==> src/logic/sgx_pkg.sv <==
/*
  Shared constants and carriers for the timeslot signaling indirect register block.
  Assumes one 100 MHz clock and a byte-wide microprocessor register port.
*/
package sgx_pkg;
  // Direct register offsets
  localparam logic [7:0] REG_BLOCK_CFG  = 8'h40;
  localparam logic [7:0] REG_ACC_STATUS = 8'h41;
  localparam logic [7:0] REG_IND_CTRL   = 8'h42;
  localparam logic [7:0] REG_IND_DATA   = 8'h43;

  // Block configuration and status bit positions, configuration reset value
  localparam int CFG_ACCEL_BIT   = 7;
  localparam int CFG_MASTER_TRUNK_COND_BIT    = 3;
  localparam int CFG_RSVD_BIT    = 2;
  localparam int CFG_IND_BIT     = 1;
  localparam int CFG_PER_TS_FUNC_EN_BIT    = 0;
  localparam int STAT_BUSY_BIT   = 7;
  localparam logic [7:0] CFG_RESET = 8'h00;

  // Indirect address ranges
  localparam logic [6:0] IA_SIG_LO_FIRST = 7'h21;
  localparam logic [6:0] IA_SIG_LO_LAST  = 7'h2F;
  localparam logic [6:0] IA_SIG_HI_FIRST = 7'h31;
  localparam logic [6:0] IA_SIG_HI_LAST  = 7'h3F;
  localparam logic [6:0] IA_TCD_FIRST    = 7'h40;
  localparam logic [6:0] IA_TCD_LAST     = 7'h5F;
  localparam logic [6:0] IA_CFG_FIRST    = 7'h60;
  localparam logic [4:0] TS_HALF         = 5'h10;

  // Per-timeslot configuration byte fields
  localparam int TSC_INV_HI   = 7;
  localparam int TSC_INV_LO   = 6;
  localparam int TSC_TKCE_BIT = 5;
  localparam int TSC_DEBE_BIT = 4;
  localparam int TSC_SIG_HI   = 3;

  // Inversion codes and masks; timeslot bit 1 sits in byte bit 7
  localparam logic [1:0] INV_NONE = 2'h0;
  localparam logic [1:0] INV_EVEN = 2'h1;
  localparam logic [1:0] INV_ODD  = 2'h2;
  localparam logic [1:0] INV_ALL  = 2'h3;
  localparam logic [7:0] MASK_EVEN_BITS = 8'h55;
  localparam logic [7:0] MASK_ODD_BITS  = 8'hAA;
  localparam logic [7:0] MASK_ALL_BITS  = 8'hFF;
  localparam logic [7:0] READ_UNMAPPED  = 8'h00;

  // Access timing
  localparam int CLK_PERIOD_NS  = 10;
  localparam int ACCESS_TIME_NS = 480;
  localparam int ACCESS_CYCLES  = ACCESS_TIME_NS / CLK_PERIOD_NS;

  typedef struct packed {
    logic [4:0] ts;
    logic [7:0] pcm;
    logic [3:0] sig;
  } sgx_stream_s;

  typedef struct packed {
    logic       read_not_write;
    logic [6:0] indirect_addr;
  } sgx_ind_ctrl_s;

  typedef enum logic [2:0] {
    ST_IDLE = 3'h1,
    ST_BUSY = 3'h2,
    ST_DONE = 3'h4
  } sgx_acc_e;
endpackage

==> src/logic/sgx_ts_proc.sv <==
/*
  Per-timeslot output stage: trunk conditioning substitution and PCM inversion.
  Assumes the applied settings are already formed by the caller; purely combinational.
*/
`timescale 1ns/1ps
module sgx_ts_proc (
  input  wire logic [7:0] pcm_in,
  input  wire logic [3:0] sig_in,
  input  wire logic       tc_en,
  input  wire logic [1:0] inv_sel,
  input  wire logic [7:0] trunk_cond_byte,
  input  wire logic [3:0] trunk_cond_sig,
  output logic      [7:0] pcm_out,
  output logic      [3:0] sig_out
);
  logic [7:0] mask;

  always_comb begin
    case (inv_sel)
      sgx_pkg::INV_EVEN: mask = sgx_pkg::MASK_EVEN_BITS;
      sgx_pkg::INV_ODD:  mask = sgx_pkg::MASK_ODD_BITS;
      sgx_pkg::INV_ALL:  mask = sgx_pkg::MASK_ALL_BITS;
      default:           mask = 8'h00;
    endcase
  end

  // Conditioning byte goes out unaltered, any timeslot including 0 and 16
  always_comb begin
    if (tc_en) begin
      pcm_out = trunk_cond_byte;
      sig_out = trunk_cond_sig;
    end else begin
      pcm_out = pcm_in ^ mask;
      sig_out = sig_in;
    end
  end
endmodule // sgx_ts_proc

==> src/logic/sgx_top.sv <==
/*
  Indirect register access path into the signaling extractor plus per-timeslot
  output functions. Assumes a synchronous microprocessor strobe port and a
  byte-per-timeslot receive stream, both on clk; primary option inputs are pins.
*/
`timescale 1ns/1ps
// Behaviour
// - Writing the control register in indirect mode while idle starts one indirect access, whatever the address.
// - read_not_write of 1 reads the addressed register, 0 writes it.
// - Control byte holds read_not_write in bit 7, indirect_addr in bits 6:0.
// - Software loads the data buffer first; a write stores that buffered byte.
// - A completed read leaves the addressed register contents in the data buffer.
// - 21H-2FH are signaling for timeslots 1-15; 31H-3FH for 17-31.
// - 40H-5FH hold one trunk conditioning byte per timeslot 0-31.
// - 60H-7FH hold one configuration and substitute signaling byte per timeslot.
// - Low signaling register n returns timeslot n+16 high nibble, n low.
// - High signaling register n returns timeslot n-16 high nibble, n low.
// - Conditioned timeslots output the conditioning byte, bit 7 first.
// - Timeslots 0 and 16 may also be trunk conditioned.
// - Inversion field: none, even bits, odd bits, or all bits inverted.
// - Conditioning enable substitutes PCM byte and signaling nibble; clear means none.
// - Debounce holds signaling until two consecutive equal samples are seen.
// - Busy is high during an access; software polls it before the next.
// - Per-timeslot settings act only while the per-timeslot function enable is set; master conditioning still uses their trunk byte and signaling nibble.
// - Master trunk conditioning ORs with each per-timeslot conditioning enable.
// - Enabled inversion and debounce settings OR with their pin equivalents.
module sgx_top #(
  parameter int NUM_TS = 32
) (
  input  wire logic                 clk,
  input  wire logic                 reset_n,
  input  wire logic [7:0]           up_addr,
  input  wire logic                 up_wr,
  input  wire logic                 up_rd,
  input  wire logic [7:0]           up_wdata,
  output logic      [7:0]           up_rdata,
  input  wire logic                 rx_valid,
  input  wire sgx_pkg::sgx_stream_s rx_in,
  input  wire logic [1:0]           invert_pin,
  input  wire logic                 debounce_pin,
  output logic                      tx_valid,
  output sgx_pkg::sgx_stream_s      tx_out
);
  localparam int ACC = sgx_pkg::ACCESS_CYCLES;
  localparam logic [6:0] ACC_LOAD = 7'(sgx_pkg::ACCESS_CYCLES - 1);

  logic [7:0]             blk_cfg_q;
  sgx_pkg::sgx_ind_ctrl_s ind_ctrl_q;
  logic [7:0]             dbuf_q;
  sgx_pkg::sgx_acc_e      state_q;
  logic [6:0]             cnt_q;
  logic                   busy;
  logic                   start;
  logic                   done;
  logic [7:0]             tcd_mem [NUM_TS];
  logic [7:0]             cfg_mem [NUM_TS];
  logic [3:0]             sig_q   [NUM_TS];
  logic [3:0]             prev_q  [NUM_TS];
  logic [1:0]             inv_meta_q;
  logic [1:0]             inv_sync_q;
  logic                   deb_meta_q;
  logic                   deb_sync_q;
  logic [6:0]             ia;
  logic [4:0]             ia_ts;
  logic                   in_sig_lo;
  logic                   in_sig_hi;
  logic                   in_tcd;
  logic                   in_cfg;
  logic [7:0]             rd_mux;
  logic                   per_ts_func_en;
  logic                   master_trunk_cond;
  logic [7:0]             ts_cfg;
  logic                   tc_eff;
  logic [1:0]             inv_eff;
  logic                   deb_eff;
  logic [3:0]             sig_next;
  logic [7:0]             pcm_proc;
  logic [3:0]             sig_proc;

  // Pins cross two flops before use
  always_ff @(posedge clk or negedge reset_n) begin
    if (!reset_n) begin
      inv_meta_q <= 2'h0;
      inv_sync_q <= 2'h0;
      deb_meta_q <= 1'h0;
      deb_sync_q <= 1'h0;
    end else begin
      inv_meta_q <= invert_pin;
      inv_sync_q <= inv_meta_q;
      deb_meta_q <= debounce_pin;
      deb_sync_q <= deb_meta_q;
    end
  end

  // Indirect access only in indirect mode and while idle
  assign busy  = (state_q != sgx_pkg::ST_IDLE);
  assign start = up_wr && (up_addr == sgx_pkg::REG_IND_CTRL) && !busy
                 && blk_cfg_q[sgx_pkg::CFG_IND_BIT];
  assign done  = (state_q == sgx_pkg::ST_DONE);

  always_ff @(posedge clk or negedge reset_n) begin
    if (!reset_n) begin
      blk_cfg_q <= sgx_pkg::CFG_RESET;
    end else if (up_wr && up_addr == sgx_pkg::REG_BLOCK_CFG) begin
      blk_cfg_q <= up_wdata;
    end
  end

  always_ff @(posedge clk or negedge reset_n) begin
    if (!reset_n) begin
      ind_ctrl_q <= '0;
    end else if (start) begin
      ind_ctrl_q <= up_wdata;
    end
  end

  // A completed read wins over a same-cycle software write of the buffer
  always_ff @(posedge clk or negedge reset_n) begin
    if (!reset_n) begin
      dbuf_q <= 8'h00;
    end else if (done && ind_ctrl_q.read_not_write) begin
      dbuf_q <= rd_mux;
    end else if (up_wr && up_addr == sgx_pkg::REG_IND_DATA) begin
      dbuf_q <= up_wdata;
    end
  end

  // Access sequencer: fixed length so busy timing is predictable
  always_ff @(posedge clk or negedge reset_n) begin
    if (!reset_n) begin
      state_q <= sgx_pkg::ST_IDLE;
      cnt_q   <= 7'h00;
    end else begin
      case (state_q)
        sgx_pkg::ST_IDLE: begin
          if (start) begin
            state_q <= sgx_pkg::ST_BUSY;
            cnt_q   <= ACC_LOAD;
          end
        end
        sgx_pkg::ST_BUSY: begin
          cnt_q <= cnt_q - 7'h01;
          if (cnt_q == 7'h01) begin
            state_q <= sgx_pkg::ST_DONE;
          end
        end
        sgx_pkg::ST_DONE: state_q <= sgx_pkg::ST_IDLE;
        default:          state_q <= sgx_pkg::ST_IDLE;
      endcase
    end
  end

  // Indirect address decode
  assign ia        = ind_ctrl_q.indirect_addr;
  assign ia_ts     = ia[4:0];
  assign in_sig_lo = (ia >= sgx_pkg::IA_SIG_LO_FIRST) && (ia <= sgx_pkg::IA_SIG_LO_LAST);
  assign in_sig_hi = (ia >= sgx_pkg::IA_SIG_HI_FIRST) && (ia <= sgx_pkg::IA_SIG_HI_LAST);
  assign in_tcd    = (ia >= sgx_pkg::IA_TCD_FIRST) && (ia <= sgx_pkg::IA_TCD_LAST);
  assign in_cfg    = (ia >= sgx_pkg::IA_CFG_FIRST);

  always_comb begin
    if (in_sig_lo) begin
      rd_mux = {sig_q[ia_ts + sgx_pkg::TS_HALF], sig_q[ia_ts]};
    end else if (in_sig_hi) begin
      rd_mux = {sig_q[ia_ts - sgx_pkg::TS_HALF], sig_q[ia_ts]};
    end else if (in_tcd) begin
      rd_mux = tcd_mem[ia_ts];
    end else if (in_cfg) begin
      rd_mux = cfg_mem[ia_ts];
    end else begin
      rd_mux = sgx_pkg::READ_UNMAPPED;
    end
  end

  // Signaling registers are read-only; unmapped writes fall through
  always_ff @(posedge clk) begin
    if (done && !ind_ctrl_q.read_not_write && in_tcd) begin
      tcd_mem[ia_ts] <= dbuf_q;
    end
  end

  always_ff @(posedge clk) begin
    if (done && !ind_ctrl_q.read_not_write && in_cfg) begin
      cfg_mem[ia_ts] <= dbuf_q;
    end
  end

  // Applied per-timeslot settings
  assign per_ts_func_en    = blk_cfg_q[sgx_pkg::CFG_PER_TS_FUNC_EN_BIT];
  assign master_trunk_cond    = blk_cfg_q[sgx_pkg::CFG_MASTER_TRUNK_COND_BIT];
  assign ts_cfg  = cfg_mem[rx_in.ts];
  assign tc_eff  = master_trunk_cond || (per_ts_func_en && ts_cfg[sgx_pkg::TSC_TKCE_BIT]);
  assign inv_eff = inv_sync_q | (per_ts_func_en ? ts_cfg[sgx_pkg::TSC_INV_HI:sgx_pkg::TSC_INV_LO] : 2'h0);
  assign deb_eff = deb_sync_q || (per_ts_func_en && ts_cfg[sgx_pkg::TSC_DEBE_BIT]);

  // Debounce keeps the old nibble until two equal samples in a row
  assign sig_next = (!deb_eff || rx_in.sig == prev_q[rx_in.ts]) ? rx_in.sig : sig_q[rx_in.ts];

  always_ff @(posedge clk) begin
    if (rx_valid) begin
      prev_q[rx_in.ts] <= rx_in.sig;
      sig_q[rx_in.ts]  <= sig_next;
    end
  end

  sgx_ts_proc u_proc (
    .pcm_in          (rx_in.pcm),
    .sig_in          (sig_next),
    .tc_en           (tc_eff),
    .inv_sel         (inv_eff),
    .trunk_cond_byte (tcd_mem[rx_in.ts]),
    .trunk_cond_sig  (ts_cfg[sgx_pkg::TSC_SIG_HI:0]),
    .pcm_out         (pcm_proc),
    .sig_out         (sig_proc)
  );

  always_ff @(posedge clk or negedge reset_n) begin
    if (!reset_n) begin
      tx_valid <= 1'h0;
      tx_out   <= '0;
    end else begin
      tx_valid <= rx_valid;
      if (rx_valid) begin
        tx_out.ts  <= rx_in.ts;
        tx_out.pcm <= pcm_proc;
        tx_out.sig <= sig_proc;
      end
    end
  end

  // Register readback
  always_ff @(posedge clk or negedge reset_n) begin
    if (!reset_n) begin
      up_rdata <= 8'h00;
    end else if (up_rd) begin
      case (up_addr)
        sgx_pkg::REG_BLOCK_CFG:  up_rdata <= blk_cfg_q;
        sgx_pkg::REG_ACC_STATUS: up_rdata <= {busy, 7'h00};
        sgx_pkg::REG_IND_CTRL:   up_rdata <= ind_ctrl_q;
        sgx_pkg::REG_IND_DATA:   up_rdata <= dbuf_q;
        default:                 up_rdata <= sgx_pkg::READ_UNMAPPED;
      endcase
    end
  end

  AST_BUSY_ON_START: assert property (@(posedge clk) disable iff (!reset_n) start |=> busy)
    else $error("busy not raised after access start");
  AST_BUSY_LENGTH: assert property (@(posedge clk) disable iff (!reset_n)
    start |-> ##ACC busy ##1 !busy)
    else $error("busy length differs from access time");
  AST_WRITE_TCD: assert property (@(posedge clk) disable iff (!reset_n)
    done && !ind_ctrl_q.read_not_write && in_tcd |=> tcd_mem[$past(ia_ts)] == $past(dbuf_q))
    else $error("indirect write did not store buffered byte");
  AST_READ_BUF: assert property (@(posedge clk) disable iff (!reset_n)
    done && ind_ctrl_q.read_not_write |=> dbuf_q == $past(rd_mux))
    else $error("indirect read did not load data buffer");
  AST_READ_NO_WRITE: assert property (@(posedge clk) disable iff (!reset_n)
    done && ind_ctrl_q.read_not_write && in_cfg |=> $stable(cfg_mem[ia_ts]))
    else $error("indirect read altered a register");
  AST_SIG_LO_MAP: assert property (@(posedge clk) disable iff (!reset_n)
    done && ind_ctrl_q.read_not_write && ia == sgx_pkg::IA_SIG_LO_FIRST
    |=> dbuf_q == {$past(sig_q[17]), $past(sig_q[1])})
    else $error("low signaling register layout wrong");
  AST_SIG_HI_MAP: assert property (@(posedge clk) disable iff (!reset_n)
    done && ind_ctrl_q.read_not_write && ia == sgx_pkg::IA_SIG_HI_FIRST
    |=> dbuf_q == {$past(sig_q[1]), $past(sig_q[17])})
    else $error("high signaling register layout wrong");
  AST_TRUNK_OUT: assert property (@(posedge clk) disable iff (!reset_n)
    rx_valid && master_trunk_cond |=> tx_out.pcm == $past(tcd_mem[rx_in.ts]))
    else $error("master trunk conditioning not applied");
  AST_INVERT_ALL: assert property (@(posedge clk) disable iff (!reset_n)
    rx_valid && !tc_eff && per_ts_func_en && ts_cfg[sgx_pkg::TSC_INV_HI:sgx_pkg::TSC_INV_LO] == sgx_pkg::INV_ALL
    |=> tx_out.pcm == ~$past(rx_in.pcm))
    else $error("full inversion not applied");
  AST_NO_FUNC: assert property (@(posedge clk) disable iff (!reset_n)
    rx_valid && !per_ts_func_en && !master_trunk_cond && inv_sync_q == sgx_pkg::INV_NONE |=> tx_out.pcm == $past(rx_in.pcm))
    else $error("per-timeslot function acted while disabled");
  AST_UNMAPPED_WR: assert property (@(posedge clk) disable iff (!reset_n)
    done && !ind_ctrl_q.read_not_write && !in_tcd && !in_cfg |=> $stable(tcd_mem[0]) && $stable(cfg_mem[0]))
    else $error("unmapped write changed state");

  // Refused requests must leave the sequencer alone
  AST_CTRL_REFUSED: assert property (@(posedge clk) disable iff (!reset_n)
    up_wr && up_addr == sgx_pkg::REG_IND_CTRL && busy |=> $stable(ind_ctrl_q))
    else $error("control write accepted while busy");
  AST_IND_OFF: assert property (@(posedge clk) disable iff (!reset_n)
    up_wr && up_addr == sgx_pkg::REG_IND_CTRL && !busy && !blk_cfg_q[sgx_pkg::CFG_IND_BIT] |=> !busy)
    else $error("access started with indirect mode off");
  AST_UNMAPPED_RD: assert property (@(posedge clk) disable iff (!reset_n)
    done && ind_ctrl_q.read_not_write && !in_sig_lo && !in_sig_hi && !in_tcd && !in_cfg
    |=> dbuf_q == sgx_pkg::READ_UNMAPPED)
    else $error("unmapped indirect read value wrong");
  AST_TRUNK_SIG: assert property (@(posedge clk) disable iff (!reset_n)
    rx_valid && tc_eff |=> tx_out.sig == $past(ts_cfg[sgx_pkg::TSC_SIG_HI:0]))
    else $error("substitute signaling not applied");
  AST_DEBOUNCE_HOLD: assert property (@(posedge clk) disable iff (!reset_n)
    rx_valid && deb_eff && !tc_eff && rx_in.sig != prev_q[rx_in.ts] |=> tx_out.sig == $past(sig_q[rx_in.ts]))
    else $error("debounce passed an unconfirmed change");

  COV_WRITE: cover property (@(posedge clk) disable iff (!reset_n) done && !ind_ctrl_q.read_not_write && in_cfg);
  COV_READ: cover property (@(posedge clk) disable iff (!reset_n) done && ind_ctrl_q.read_not_write && in_sig_hi);
  COV_TRUNK: cover property (@(posedge clk) disable iff (!reset_n) rx_valid && tc_eff && per_ts_func_en);
  COV_REFUSED: cover property (@(posedge clk) disable iff (!reset_n) up_wr && up_addr == sgx_pkg::REG_IND_CTRL && busy);
endmodule // sgx_top

==> config.mk <==
export PLATFORM = sky130hd
export DESIGN_NAME = sgx_top
export DESIGN_NICKNAME = d
export VERILOG_FILES = /design/src/logic/sgx_pkg.sv /design/src/logic/sgx_ts_proc.sv /design/src/logic/sgx_top.sv
export SDC_FILE = /design/constraint.sdc
export NUM_CORES = 1
export LEC_CHECK = 0
export BUFFER_PORTS_ARGS = -buffer_cell sky130_fd_sc_hd__buf_4
export CAP_MARGIN = 20
export CORE_MARGIN = 2
export CORE_UTILIZATION = 29
export CTS_CLUSTER_DIAMETER = 60
export CTS_CLUSTER_SIZE = 20
export DETAILED_ROUTE_END_ITERATION = 6
export SLEW_MARGIN = 5
export SYNTH_ARGS = -nofsm -noshare
export SYNTH_HDL_FRONTEND = slang
export SYNTH_SLANG_ARGS = --single-unit
==> constraint.sdc <==
create_clock -name clk -period 6 [get_ports clk]
set_clock_uncertainty 0.15 [all_clocks]
set_input_delay 0.9 -clock clk [delete_from_list [all_inputs] [get_ports clk]]
set_output_delay 0.9 -clock clk [all_outputs]
set_load 0.01 [all_outputs]
Word level (Yosys, flattened, before mapping)
Memory sizes are Yosys's and may differ from the RTL's.
Cells that the tools add are included.
W data, S select, Z words.
{"block": "op_classes", "bitwise": 2, "order_cmp": 7, "addsub": 3, "mux": 23, "n_eq_ne": 15, "n_reduce_logical": 24}
{"cell": "$mux W8", "n": 7}
{"cell": "$eq A8 B7 Y1 const B", "n": 4}
{"cell": "$pmux W8 S4", "n": 1}
{"cell": "$pmux W8 S3", "n": 1}
{"cell": "$ge A7 B6 Y1 const B", "n": 2}
{"cell": "$ge A7 B7 Y1 const B", "n": 2}
{"cell": "$le A7 B6 Y1 const B", "n": 2}
{"cell": "$logic_and A1 B1 Y1", "n": 14}
{"cell": "$pmux W7 S2", "n": 1}
{"cell": "$mux W4", "n": 2}
{"cell": "$xor A8 B8 Y8", "n": 1}
{"cell": "$eq A7 B1 Y1 const B", "n": 1}
{"cell": "$le A7 B7 Y1 const B", "n": 1}
{"cell": "$mux W7", "n": 1}
{"cell": "$sub A7 B1 Y7 const B", "n": 1}
{"cell": "$mux W1", "n": 6}
{"cell": "$mux W3", "n": 2}
{"cell": "$pmux W3 S2", "n": 1}
{"cell": "$add A5 B5 Y5 const B", "n": 1}
{"cell": "$sub A5 B5 Y5 const B", "n": 1}
{"cell": "$eq A2 B2 Y1 const B", "n": 2}
{"cell": "$eq A4 B4 Y1", "n": 1}
{"cell": "$ne A2 B2 Y1 const B", "n": 2}
{"cell": "$reduce_and A2 Y1", "n": 2}
{"cell": "10 further kinds", "n": 15}
{"block": "word_totals", "in_bits": 41, "ram_bits": 768, "wordCells": 93, "n_memories": 4, "ff_bits": 66}
{"memory": "cfg_mem", "depth": 32, "width": 8, "rd": 2, "rd_clocked_by_memory_dff": 0, "write_ports": 1, "line": "sgx_top.sv:56", "rtl": "logic [7:0] cfg_mem [NUM_TS];"}
{"memory": "tcd_mem", "depth": 32, "width": 8, "rd": 2, "rd_clocked_by_memory_dff": 0, "write_ports": 1, "line": "sgx_top.sv:55", "rtl": "logic [7:0] tcd_mem [NUM_TS];"}
{"memory": "prev_q", "depth": 32, "width": 4, "rd": 1, "rd_clocked_by_memory_dff": 0, "write_ports": 1, "line": "sgx_top.sv:58", "rtl": "logic [3:0] prev_q [NUM_TS];"}
{"memory": "sig_q", "depth": 32, "width": 4, "rd": 4, "rd_clocked_by_memory_dff": 0, "write_ports": 1, "line": "sgx_top.sv:57", "rtl": "logic [3:0] sig_q [NUM_TS];"}

Logic depth before layout (Yosys ltp)
Gate-level depths: netlist of the first run.
An unclocked memory read counts as a cell.
{"block": "logic_depth", "depth_word": 7, "depth_mapped": 12, "mapped_depth_nobuf": 8}

Modules after synthesis
Synthesis of the first run repeated with hierarchy kept, for this count alone.
{"block": "unflattened", "hier_cells": 2019, "area_unflattened_um2": 37772.5}
{"module": "sgx_top", "n_inst": 1, "area_each_um2": 37541.0, "cells_per_inst": 1987, "seq_area_each_um2": 24715.0}
{"module": "sgx_ts_proc", "n_inst": 1, "area_each_um2": 231.5, "cells_per_inst": 32, "seq_area_each_um2": 0.0}

Worst setup path after synthesis of the first run
No wires, ideal clock.
{"block": "synth_path", "path_kind": "in2reg", "start": "in rx_in[13] in the netlist's numbering", "end": "mem sig_q[0][0] (data pin)", "required_time_ns": 5.499, "stages": 10, "path_slack_ns": 1.746, "arrival_time_ns": 3.753, "setup_ns": 0.351, "cell_sequence": "buf_4 buf_2 mux2i_1 o22ai_1 nor4_1 a21oi_1 or4_4 o31ai_4 nor2_1 nor2_1"}
{"block": "synth_via", "elab_chain_cells": 6}
{"element": "start: declaration", "line": "sgx_top.sv:38", "rtl": "input wire sgx_pkg::sgx_stream_s rx_in,"}
{"element": "$mem_v2 Z32 W8"}
{"element": "$logic_and A1 B1 Y1", "line": "sgx_top.sv:194", "rtl": "assign deb_eff = deb_sync_q || (per_ts_func_en && ts_cfg[sgx_pkg::TSC_DEBE_BIT]);"}
{"element": "$logic_or A1 B1 Y1", "line": "sgx_top.sv:194"}
{"element": "$logic_not A1 Y1", "line": "sgx_top.sv:197", "rtl": "assign sig_next = (!deb_eff || rx_in.sig == prev_q[rx_in.ts]) ? rx_in.sig : sig_q[rx_in.ts];"}
{"element": "$logic_or A1 B1 Y1", "line": "sgx_top.sv:197"}
{"element": "$mux W4 (*)", "line": "sgx_top.sv:197"}
{"element": "via sig_next[0]", "line": "sgx_top.sv:76", "rtl": "logic [3:0] sig_next;"}
{"element": "end: declaration", "line": "sgx_top.sv:57"}
The timed path passes the listed nets; every way through them passes the cells marked *.

Worst setup path in the final report of the first run
{"block": "layout_path", "start": "in rx_in[12] in the netlist's numbering", "end": "reg tx_out[7] in the netlist's numbering"}
{"block": "layout_via", "elab_chain_cells": 7}
{"element": "$mem_v2 Z32 W8"}
{"element": "$mux W2", "line": "sgx_top.sv:193", "rtl": "assign inv_eff = inv_sync_q | (per_ts_func_en ? ts_cfg[sgx_pkg::TSC_INV_HI:sgx_pkg::TSC_INV_LO] : 2'h0);"}
{"element": "$or A2 B2 Y2", "line": "sgx_top.sv:193"}
{"element": "$eq A2 B2 Y1 / $eq A2 B1 Y1 (equally long branches)", "line": "sgx_ts_proc.sv:19", "rtl": "case (inv_sel)"}
{"element": "$pmux W8 S3", "line": "sgx_ts_proc.sv:19"}
{"element": "$xor A8 B8 Y8", "line": "sgx_ts_proc.sv:33", "rtl": "pcm_out = pcm_in ^ mask;"}
{"element": "$mux W8 (*)", "line": "sgx_ts_proc.sv:29", "rtl": "if (tc_en) begin"}
{"element": "end: declaration", "line": "sgx_top.sv:42", "rtl": "output sgx_pkg::sgx_stream_s tx_out"}
Mark *: on every way between the ends. The rest lies on a longest branch, timed or not.
A chain may end at the register's enable or synchronous reset.

==> results of run 1 <==
[layout make-up]
cell class,instances,area [um^2]
repair buffers,135,1210
clock buffers,75,1440
well taps,1662,2080
inverters,13,48.8
clock inverters,14,176
fillers,12100,86100
flip-flops and latches,834,24700
multi-input cells,1058,12100
[worst max path at each step]
| stage | startpoint | to | slack [ns] |
|---|---|---|---|
| 6_report | rx_in[12] | tx_out[7] | 1.79 |
| 2_1_floorplan | rx_in[13] | sig_q[0][0] | 1.75 |
| 3_5_place_dp | rx_in[12] | sig_q[2][3] | 1.14 |
| 5_1_grt | rx_in[12] | tx_out[9] | 1.59 |
| 4_1_cts | rx_in[12] | sig_q[16][3] | 1.83 |
| 3_3_place_gp | rx_in[12] | sig_q[6][0] | 1.21 |
[layout by cell type (no fill, tap or decap), types with 16 or more instances in the layout]
| cell | count |
|---|---|
| sky130_fd_sc_hd__dfrtp_1 | 55 |
| sky130_fd_sc_hd__buf_4 | 113 |
| sky130_fd_sc_hd__nand2_1 | 55 |
| sky130_fd_sc_hd__edfxtp_1 | 768 |
| sky130_fd_sc_hd__clkbuf_1 | 20 |
| sky130_fd_sc_hd__mux4_2 | 304 |
| sky130_fd_sc_hd__o21ai_0 | 20 |
| sky130_fd_sc_hd__clkbuf_16 | 54 |
| sky130_fd_sc_hd__o22ai_1 | 64 |
| sky130_fd_sc_hd__nor2_1 | 130 |
| sky130_fd_sc_hd__nor4_1 | 16 |
| sky130_fd_sc_hd__mux2_2 | 21 |
| sky130_fd_sc_hd__nand4_1 | 35 |
| sky130_fd_sc_hd__mux2i_1 | 136 |
| sky130_fd_sc_hd__a22oi_1 | 118 |
[power by group through the flow]
| stage | sequential (mW) | clock [mW] | combinational (mW) |
|---|---|---|---|
| finish | 6.46 | 3.76 | 0.618 |
| global route | 6.46 | 4.01 | 0.654 |
| CTS | 6.47 | 3.82 | 0.594 |
| detailed placement | 6.60 | 0 | 0.594 |
| global placement | 6.60 | 0 | 0.583 |
| floorplan | 6.58 | 0 | 0.330 |
[metrics by stage]
step                      area, um^2  setup WS [ns]  hold WS, ns
after floorplan                37400           1.75        0.181
after global placement         39900           1.21        0.200
after detailed placement       40000           1.14        0.202
after CTS                      41600           1.83        0.186
after global routing           41800           1.59        0.199
final                          41800           1.79        0.214
[worst max-delay path, stage by stage]
cell	delay [ns]
sky130_fd_sc_hd__buf_8	0.50
sky130_fd_sc_hd__buf_12	0.59
sky130_fd_sc_hd__mux4_2	0.59
sky130_fd_sc_hd__a22oi_1	0.40
sky130_fd_sc_hd__nand4_1	0.34
sky130_fd_sc_hd__a21oi_1	0.50
sky130_fd_sc_hd__xnor2_1	0.18
sky130_fd_sc_hd__nand2_1	0.08
sky130_fd_sc_hd__a31oi_1	0.17
[logic make-up (layout without fill, tap and decap cells)]
| family | Yosys count | after routing | share of synthesized area [%] |
|---|---|---|---|
| AO/OA/AOI/OAI | 263 | 263 | 4.90 |
| XOR/XNOR | 12 | 12 | 0.281 |
| adder cells (fa/ha/maj) | 2 | 2 | 0.0668 |
| buffers and inverters | 170 | 237 | 1.90 |
| flip-flops | 834 | 834 | 66.0 |
| multiplexers | 461 | 461 | 22.6 |
| AND/OR/NAND/NOR | 320 | 320 | 4.30 |
[layer usage]
layer | routed length (um) | up-vias
met3 | 8550 | 187
met1 | 42400 | 11300
li1 | - | 8704
met4 | 3130 | 0
met5 | 0 | -
met2 | 52200 | 1098
[registers in the layout (all words and copies together), names as in the netlist]
| register | flops |
|---|---|
| prev_q | 128 |
| tcd_mem | 256 |
| state_q | 3 |
| inv_meta_q | 2 |
| deb_meta_q | 1 |
| ind_ctrl_q | 1 |
| tx_out | 17 |
| up_rdata | 8 |
| ia | 7 |
| cfg_mem | 256 |
| sig_q | 128 |
| blk_cfg_q | 8 |
| tx_valid | 1 |
| deb_sync_q | 1 |
| inv_sync_q | 2 |
| cnt_q | 7 |
| dbuf_q | 8 |
==> reports/metrics.sh, run 1 <==
OUTCOME='finished clean'
SYNTH_TOP_AREA_SHARE_PCT=61.6
WORST_HOLD_STARTPOINT='inv_meta_q[0]'
NUMBER_OF_WARNINGS_REPORTED_IN_THE_YOSYS_SYNTHESIS_LOG=0
RR_WORST_DEPTH=8
FINAL-INSTANCE-COUNT-EXCL-FILL=3791
NUMBER_OF_MAX_SLEW_VIOLATIONS_IN_THE_FINAL_REPORT=0
POST_SYNTH_MAIN_AREA_CONTRIBUTORS='sky130_fd_sc_hd__edfxtp_1 62%, sky130_fd_sc_hd__mux4_2 18%, sky130_fd_sc_hd__dfrtp_1 4.3%'
SYNTH_CELL_TYPE_COUNT=55
EDFF_COUNT_SYNTH=768
SYNTH.FF_LATCH_COUNT=834
DRT.ANTENNA.VIOLATING_NETS=0
NUMCTSBUFFERS=51
AREA_OF_THE_DIE_UM2=132000
FIN_TNS_SETUP_NS=0
MIN_PERIOD_NS=4.21
FINAL_LAYOUT_SIZE_SUFFIX_GT1_SHARE_PCT=26.3
POSTSYNTHCELLCOUNT=2062
SETUP_VIOLATIONS=0
SETUP_SLACK_OF_THE_MOST_CRITICAL_REG_TO_REG_PATH_NS=2.05
GRT_FIRST_PASS_WIRELENGTH_UM=153000
INTERNAL_POWER_mW=8.45
BOUNDARYPINS=67
FP-ROW-COUNT=131
MAPPED_CELL_AREA_UM2=37400
POWER_SWITCHING_SHARE_PCT=22.0
CLOCK_INSERTION_DELAY_WORST_SKEW_NS=0.64
CLOCK-SINKS=834
VIAS=21300
DP_HPWL_UM=71700
SLEW_HEADROOM_PCT=20.9
SETUP_CRIT_END_KIND='flip-flop'
FINAL_CORE_UTILIZATION_PCT=32.7
POWER_mW=10.8
FLOORPLAN.INITIALDENSITY_PCT=29.3
CAP_VIOLATIONS=0
FP.DIEH_UM=363
DIE_X_UM=363
TIMING.FINAL.CRIT_SHARE_PCT=70.2
SYN_TO_FINAL_GROWTH_PCT=11.5
ASYNC_FLOP_SHARE_PCT=7.91
BUFFER_PORTS.INSERTED=66
CLKSLEWWORSTSETUPHOLDPATHS_NS=0.08
DETAILEDROUTE.FIRSTPASSITERATIONCOUNT=6
LAYER_WITH_THE_HIGHEST_USAGE_AFTER_GLOBAL_ROUTING='met2'
POST-PLACE-CELLS=3691
TIMING_WORST_SLEW_PIN_VALUE_NS=1.18
CTS-HOLD-FIX-BUFFERS=0
CRITICALPATHCATEGORY='primary input to flip-flop'
WORSTHOLDENDPOINT='inv_sync_q[0]'
GPL.FINAL_WEIGHTED_CONGESTION=0.899
ANTENNA_CELLS_INSERTED=0
CTS_TREE='built'
POWER.STATIC_LEAKAGE_nW=12.8
P_SWITCHING_mW=2.38
CLOCKROOTBUFFER='sky130_fd_sc_hd__clkbuf_16'
YS_DOMINANT_REG_CELL='sky130_fd_sc_hd__edfxtp_1'
GRT.MET3_USAGE_PCT=2.63
POWER.SHARE.SEQUENTIAL_PCT=59.6
MAX_FREQ_MHz=237
SYNTH.YOSYS.SEQ_AREA_SHARE_PCT=66.0
CP_DATA_REQUIRED_TIME_NS=6.41
GRT_SETUP_UNREPAIRED='false'
VIASPERCELL=5.62
DESIGN.FINAL.NETS=2136
GRT_START_MAX_NET_PINS=90
POWER.SHARE.COMBINATIONAL_PCT=5.7
GRT.MET2_USAGE_PCT=26.5
FIRST_GLOBAL_VIAS=21300
CP-START-KIND='primary input'
GRT_USE_MET1_PCT=21.2
SYNTHMOSTINSTANTIATEDCELL='sky130_fd_sc_hd__edfxtp_1'
POSTSYNTHAREAPERCELL_UM2=18.2
SYNTHDOMINANTAREACELLTYPE='sky130_fd_sc_hd__edfxtp_1'
PWR-SHARE-CLK_PCT=34.7
R2R-START='ia[0]'
VDD_IR_DROP_MAX_V=0.000196
GLOBALROUTE.TOTALOVERFLOW=0
CLOCKBUFFERDEPTH=3
SYNTH_COMMON_CELLS='768 x sky130_fd_sc_hd__edfxtp_1, 304 x sky130_fd_sc_hd__mux4_2, 136 x sky130_fd_sc_hd__mux2i_1, 132 x sky130_fd_sc_hd__nor2_1, 118 x sky130_fd_sc_hd__a22oi_1'
WORSTPATHARRIVAL_NS=4.62
GRT_USAGE_PCT=15.9
DRT_ITER0_DRC=2718
HTREE_NUM_LEVELS=2
REG2REG_TO='dbuf_q[5]'
POWER_DENSITY_nW_PER_UM2=259
DRCVIOLATIONCOUNT=0
CRIT_FANOUT=82
CORE_AREA_UM2=128000
ROUTE.FINAL.WIRE_LENGTH_UM=106000
CTS_RESIZED=0
GRT_ANTENNA_BEFORE_REPAIR=1
HOLD_DEPTH=0
POST-CTS-SETUP-BUFFERS=0
SYNTH_NETS=2105
ROUTED_WIRE_LENGTH_PER_INSTANCE_UM=28.0
HOLD_PATH.CLASS='flip-flop to flip-flop'
HOLD_VIOLATIONS=0
Power figures use the tool's default switching activity.
==> run 2, diff against run 1 <==
Clock period 6 ns to 3.9 ns, I/O delays scaled along.
==> reports/metrics.sh, run 2 (synthesis results as in run 1) <==
POST-CTS-SETUP-BUFFERS=0  # unchanged
CORE_AREA_UM2=128000  # unchanged
ROUTED_WIRE_LENGTH_PER_INSTANCE_UM=27.5  # -2.1%
DRT.ANTENNA.VIOLATING_NETS=0  # unchanged
ANTENNA_CELLS_INSERTED=0  # unchanged
VIAS=22000  # +3.2%
FINAL_LAYOUT_SIZE_SUFFIX_GT1_SHARE_PCT=31.8  # +5.5 points
CLOCKBUFFERDEPTH=3  # unchanged
DETAILEDROUTE.FIRSTPASSITERATIONCOUNT=5  # -1
GRT_USAGE_PCT=16.3  # +0.45 points
CP-START-KIND='primary input'
GRT_START_MAX_NET_PINS=76  # -16%
NUMCTSBUFFERS=51  # unchanged
SYN_TO_FINAL_GROWTH_PCT=15.0
TIMING_WORST_SLEW_PIN_VALUE_NS=1.11  # -0.0760 ns
MIN_PERIOD_NS=3.46
NUMBER_OF_MAX_SLEW_VIOLATIONS_IN_THE_FINAL_REPORT=0  # unchanged
DESIGN.FINAL.NETS=2309  # +8.1%
TIMING.CRITICAL_PATH.CELLS='buf_8 > buf_4 > buf_4 > buf_12 > mux4_2 > a22oi_1 > nand4_1 > a21oi_1 > buf_4 > xnor2_1 > nand2_1 > a31oi_1'
POST-PLACE-WS_NS=-0.442  # -1.59 ns
WORSTPATHARRIVAL_NS=3.87  # -0.75 ns
FIRST_GLOBAL_VIAS=22500  # +5.7%
POWER_SWITCHING_SHARE_PCT=22.4  # +0.37 points
TOP_SIGNAL_LAYER_USED='met4'
BUFFER_PORTS.INSERTED=66  # unchanged
DIE_X_UM=363  # unchanged
SETUP_VIOLATIONS=0  # unchanged
MAX_FREQ_MHz=289
CTS-HOLD-FIX-BUFFERS=4  # +4
TIMING.FINAL.CRIT_SHARE_PCT=88.8
MOSTFREQUENTLAYOUTCELLS='768 x sky130_fd_sc_hd__edfxtp_1, 304 x sky130_fd_sc_hd__mux4_2, 287 x sky130_fd_sc_hd__buf_4, 136 x sky130_fd_sc_hd__mux2i_1, 129 x sky130_fd_sc_hd__nor2_1'
FLOORPLAN.INITIALDENSITY_PCT=29.3  # unchanged
FIN_AREA_UM2=43100  # +3.1%
DP_HPWL_UM=75700  # +5.6%
HOLDWS_NS=0.0512  # -0.163 ns
POWER.STATIC_LEAKAGE_nW=13.7  # +6.9%
HTREE_NUM_LEVELS=2  # unchanged
GRT_SETUP_UNREPAIRED='false'
ROUTE.FINAL.WIRE_LENGTH_UM=109000  # +2.4%
SETUP_CRIT_END_KIND='flip-flop'
PWR-SHARE-CLK_PCT=34.6  # about the same
VDD_IR_DROP_MAX_V=0.000387  # +98%
CLOCK-SINKS=834  # unchanged
WL_MET1_UM=43800  # +3.4%
DRT_ITER0_DRC=2904  # +6.8%
HOLD_DEPTH=2  # +2
INTERNAL_POWER_mW=13.0  # +54%
CTS_TREE='built'
POWER.SHARE.SEQUENTIAL_PCT=59.4  # -0.2 points
REG_TOP3='cfg_mem (256), tcd_mem (256)'
FINAL-INSTANCE-COUNT-EXCL-FILL=3964  # +4.6%
GLOBALROUTE.TOTALOVERFLOW=0  # unchanged
SLOWEST_DELAY_NS=0.42  # -0.17 ns
GPL.FINAL_WEIGHTED_CONGESTION=0.903  # +0.50%
FINALWORSTSETUPSLACK_NS=0.438  # -1.35 ns
RR_WORST_DEPTH=9  # +1
OUTCOME='finished clean'
FP-ROW-COUNT=131  # unchanged
SETUP_SLACK_OF_THE_MOST_CRITICAL_REG_TO_REG_PATH_NS=0.49  # -1.56 ns
ROUTE.MET2.WL_UM=53300  # +2.0%
SEQUENTIAL_CELL_AREA_UM2=24700  # unchanged
FP.DIEH_UM=363  # unchanged
CRIT_FANOUT=75  # -8.5%
CLKSLEWWORSTSETUPHOLDPATHS_NS=0.08  # about the same
GRT_ANTENNA_BEFORE_REPAIR=0  # -1
POWER_DENSITY_nW_PER_UM2=389  # +50%
CRITPATHSLOWESTCELL='sky130_fd_sc_hd__buf_12'
DR_WL_MET3_UM=9400  # +10%
AREA_OF_COMBINATIONAL_CELLS_WITH_MULTIPLE_INPUTS_UM2=12100  # -0.14%
CRITICALPATHCATEGORY='primary input to flip-flop'
BOUNDARYPINS=67  # unchanged
HOLD_VIOLATIONS=0  # unchanged
NFILLCELLS=12000  # -0.48%
DRCVIOLATIONCOUNT=0  # unchanged
CLOCKROOTBUFFER='sky130_fd_sc_hd__clkbuf_16'
CLOCK_INSERTION_DELAY_WORST_SKEW_NS=0.64  # about the same
CP_DATA_REQUIRED_TIME_NS=4.31  # -2.10 ns
POST-PLACE-CELLS=3866  # +4.7%
VIASPERCELL=5.54  # -1.3%
GRT_FIRST_PASS_WIRELENGTH_UM=158000  # +3.5%
LAYOUT.CELLS.MOST_COMMON='sky130_fd_sc_hd__edfxtp_1'
POWER.SHARE.COMBINATIONAL_PCT=6.0  # +0.3 points
CAP_VIOLATIONS=0  # unchanged
SLEW_HEADROOM_PCT=26.2  # +5.4 points
PLACED_CELL_AREA_UM2=41300  # +3.3%
HOLD_PATH.CLASS='primary input to flip-flop'
CPMOSTUSEDCELL='sky130_fd_sc_hd__buf_4'
AREA_OF_THE_DIE_UM2=132000  # unchanged
P_SWITCHING_mW=3.74  # +57%
CTS_RESIZED=0  # unchanged
run 2: area by class of cell:
cell class	count	share of cell area, %
Clock buffer	76	3.45
Clock inverter	13	0.317
Inverter	13	0.113
Multi-Input combinational cell	1058	28.0
Sequential cell	834	57.4
Tap cell	1662	4.83
Timing Repair Buffer	308	5.82
run 2: power by group through the flow:
stage	combinational (mW)	sequential (mW)	clock [mW]
floorplan	0.509	10.1	0
global placement	0.955	10.2	0
detailed placement	0.976	10.2	0
CTS	0.981	9.96	5.88
global route	1.07	9.95	6.21
finish	1.01	9.94	5.80
run 2: stage by stage:
stage / utilization, % / setup TNS (ns) / power [mW]
3_3_place_gp: 32.3 / -25.17 / 11.1
3_5_place_dp: 32.3 / -40.71 / 11.1
6_report: 33.7 / 0 / 16.7
2_1_floorplan: - / 0 / 10.6
5_1_grt: 33.7 / 0 / 17.2
4_1_cts: 33.6 / 0 / 16.8
run 2: path summary, 6_finish.rpt:
check	from	end
max	rx_in[13]	tx_out[9]
min	up_rd	up_rdata[1]
max reg2reg	prev_q[2][0]	sig_q[19][3]
min reg2reg	inv_meta_q[1]	inv_sync_q[1]
max in group asynchronous	reset_n	ia[0]
min in group asynchronous	reset_n	tx_out[7]
run 2: routing by layer:
layer	GRT usage [%]	vias up
li1	-	9032
met1	22.3	11700
met2	27.2	1072
met3	2.76	132
met4	3.69	0
met5	0	-
run 2: critical path, delay by kind of cell:
kind            cells  cell delay, ns
compound gates      3            0.82
xor+xnor            1            0.11
buf+inv             5            1.37
mux                 1            0.41
simple gates        2            0.43
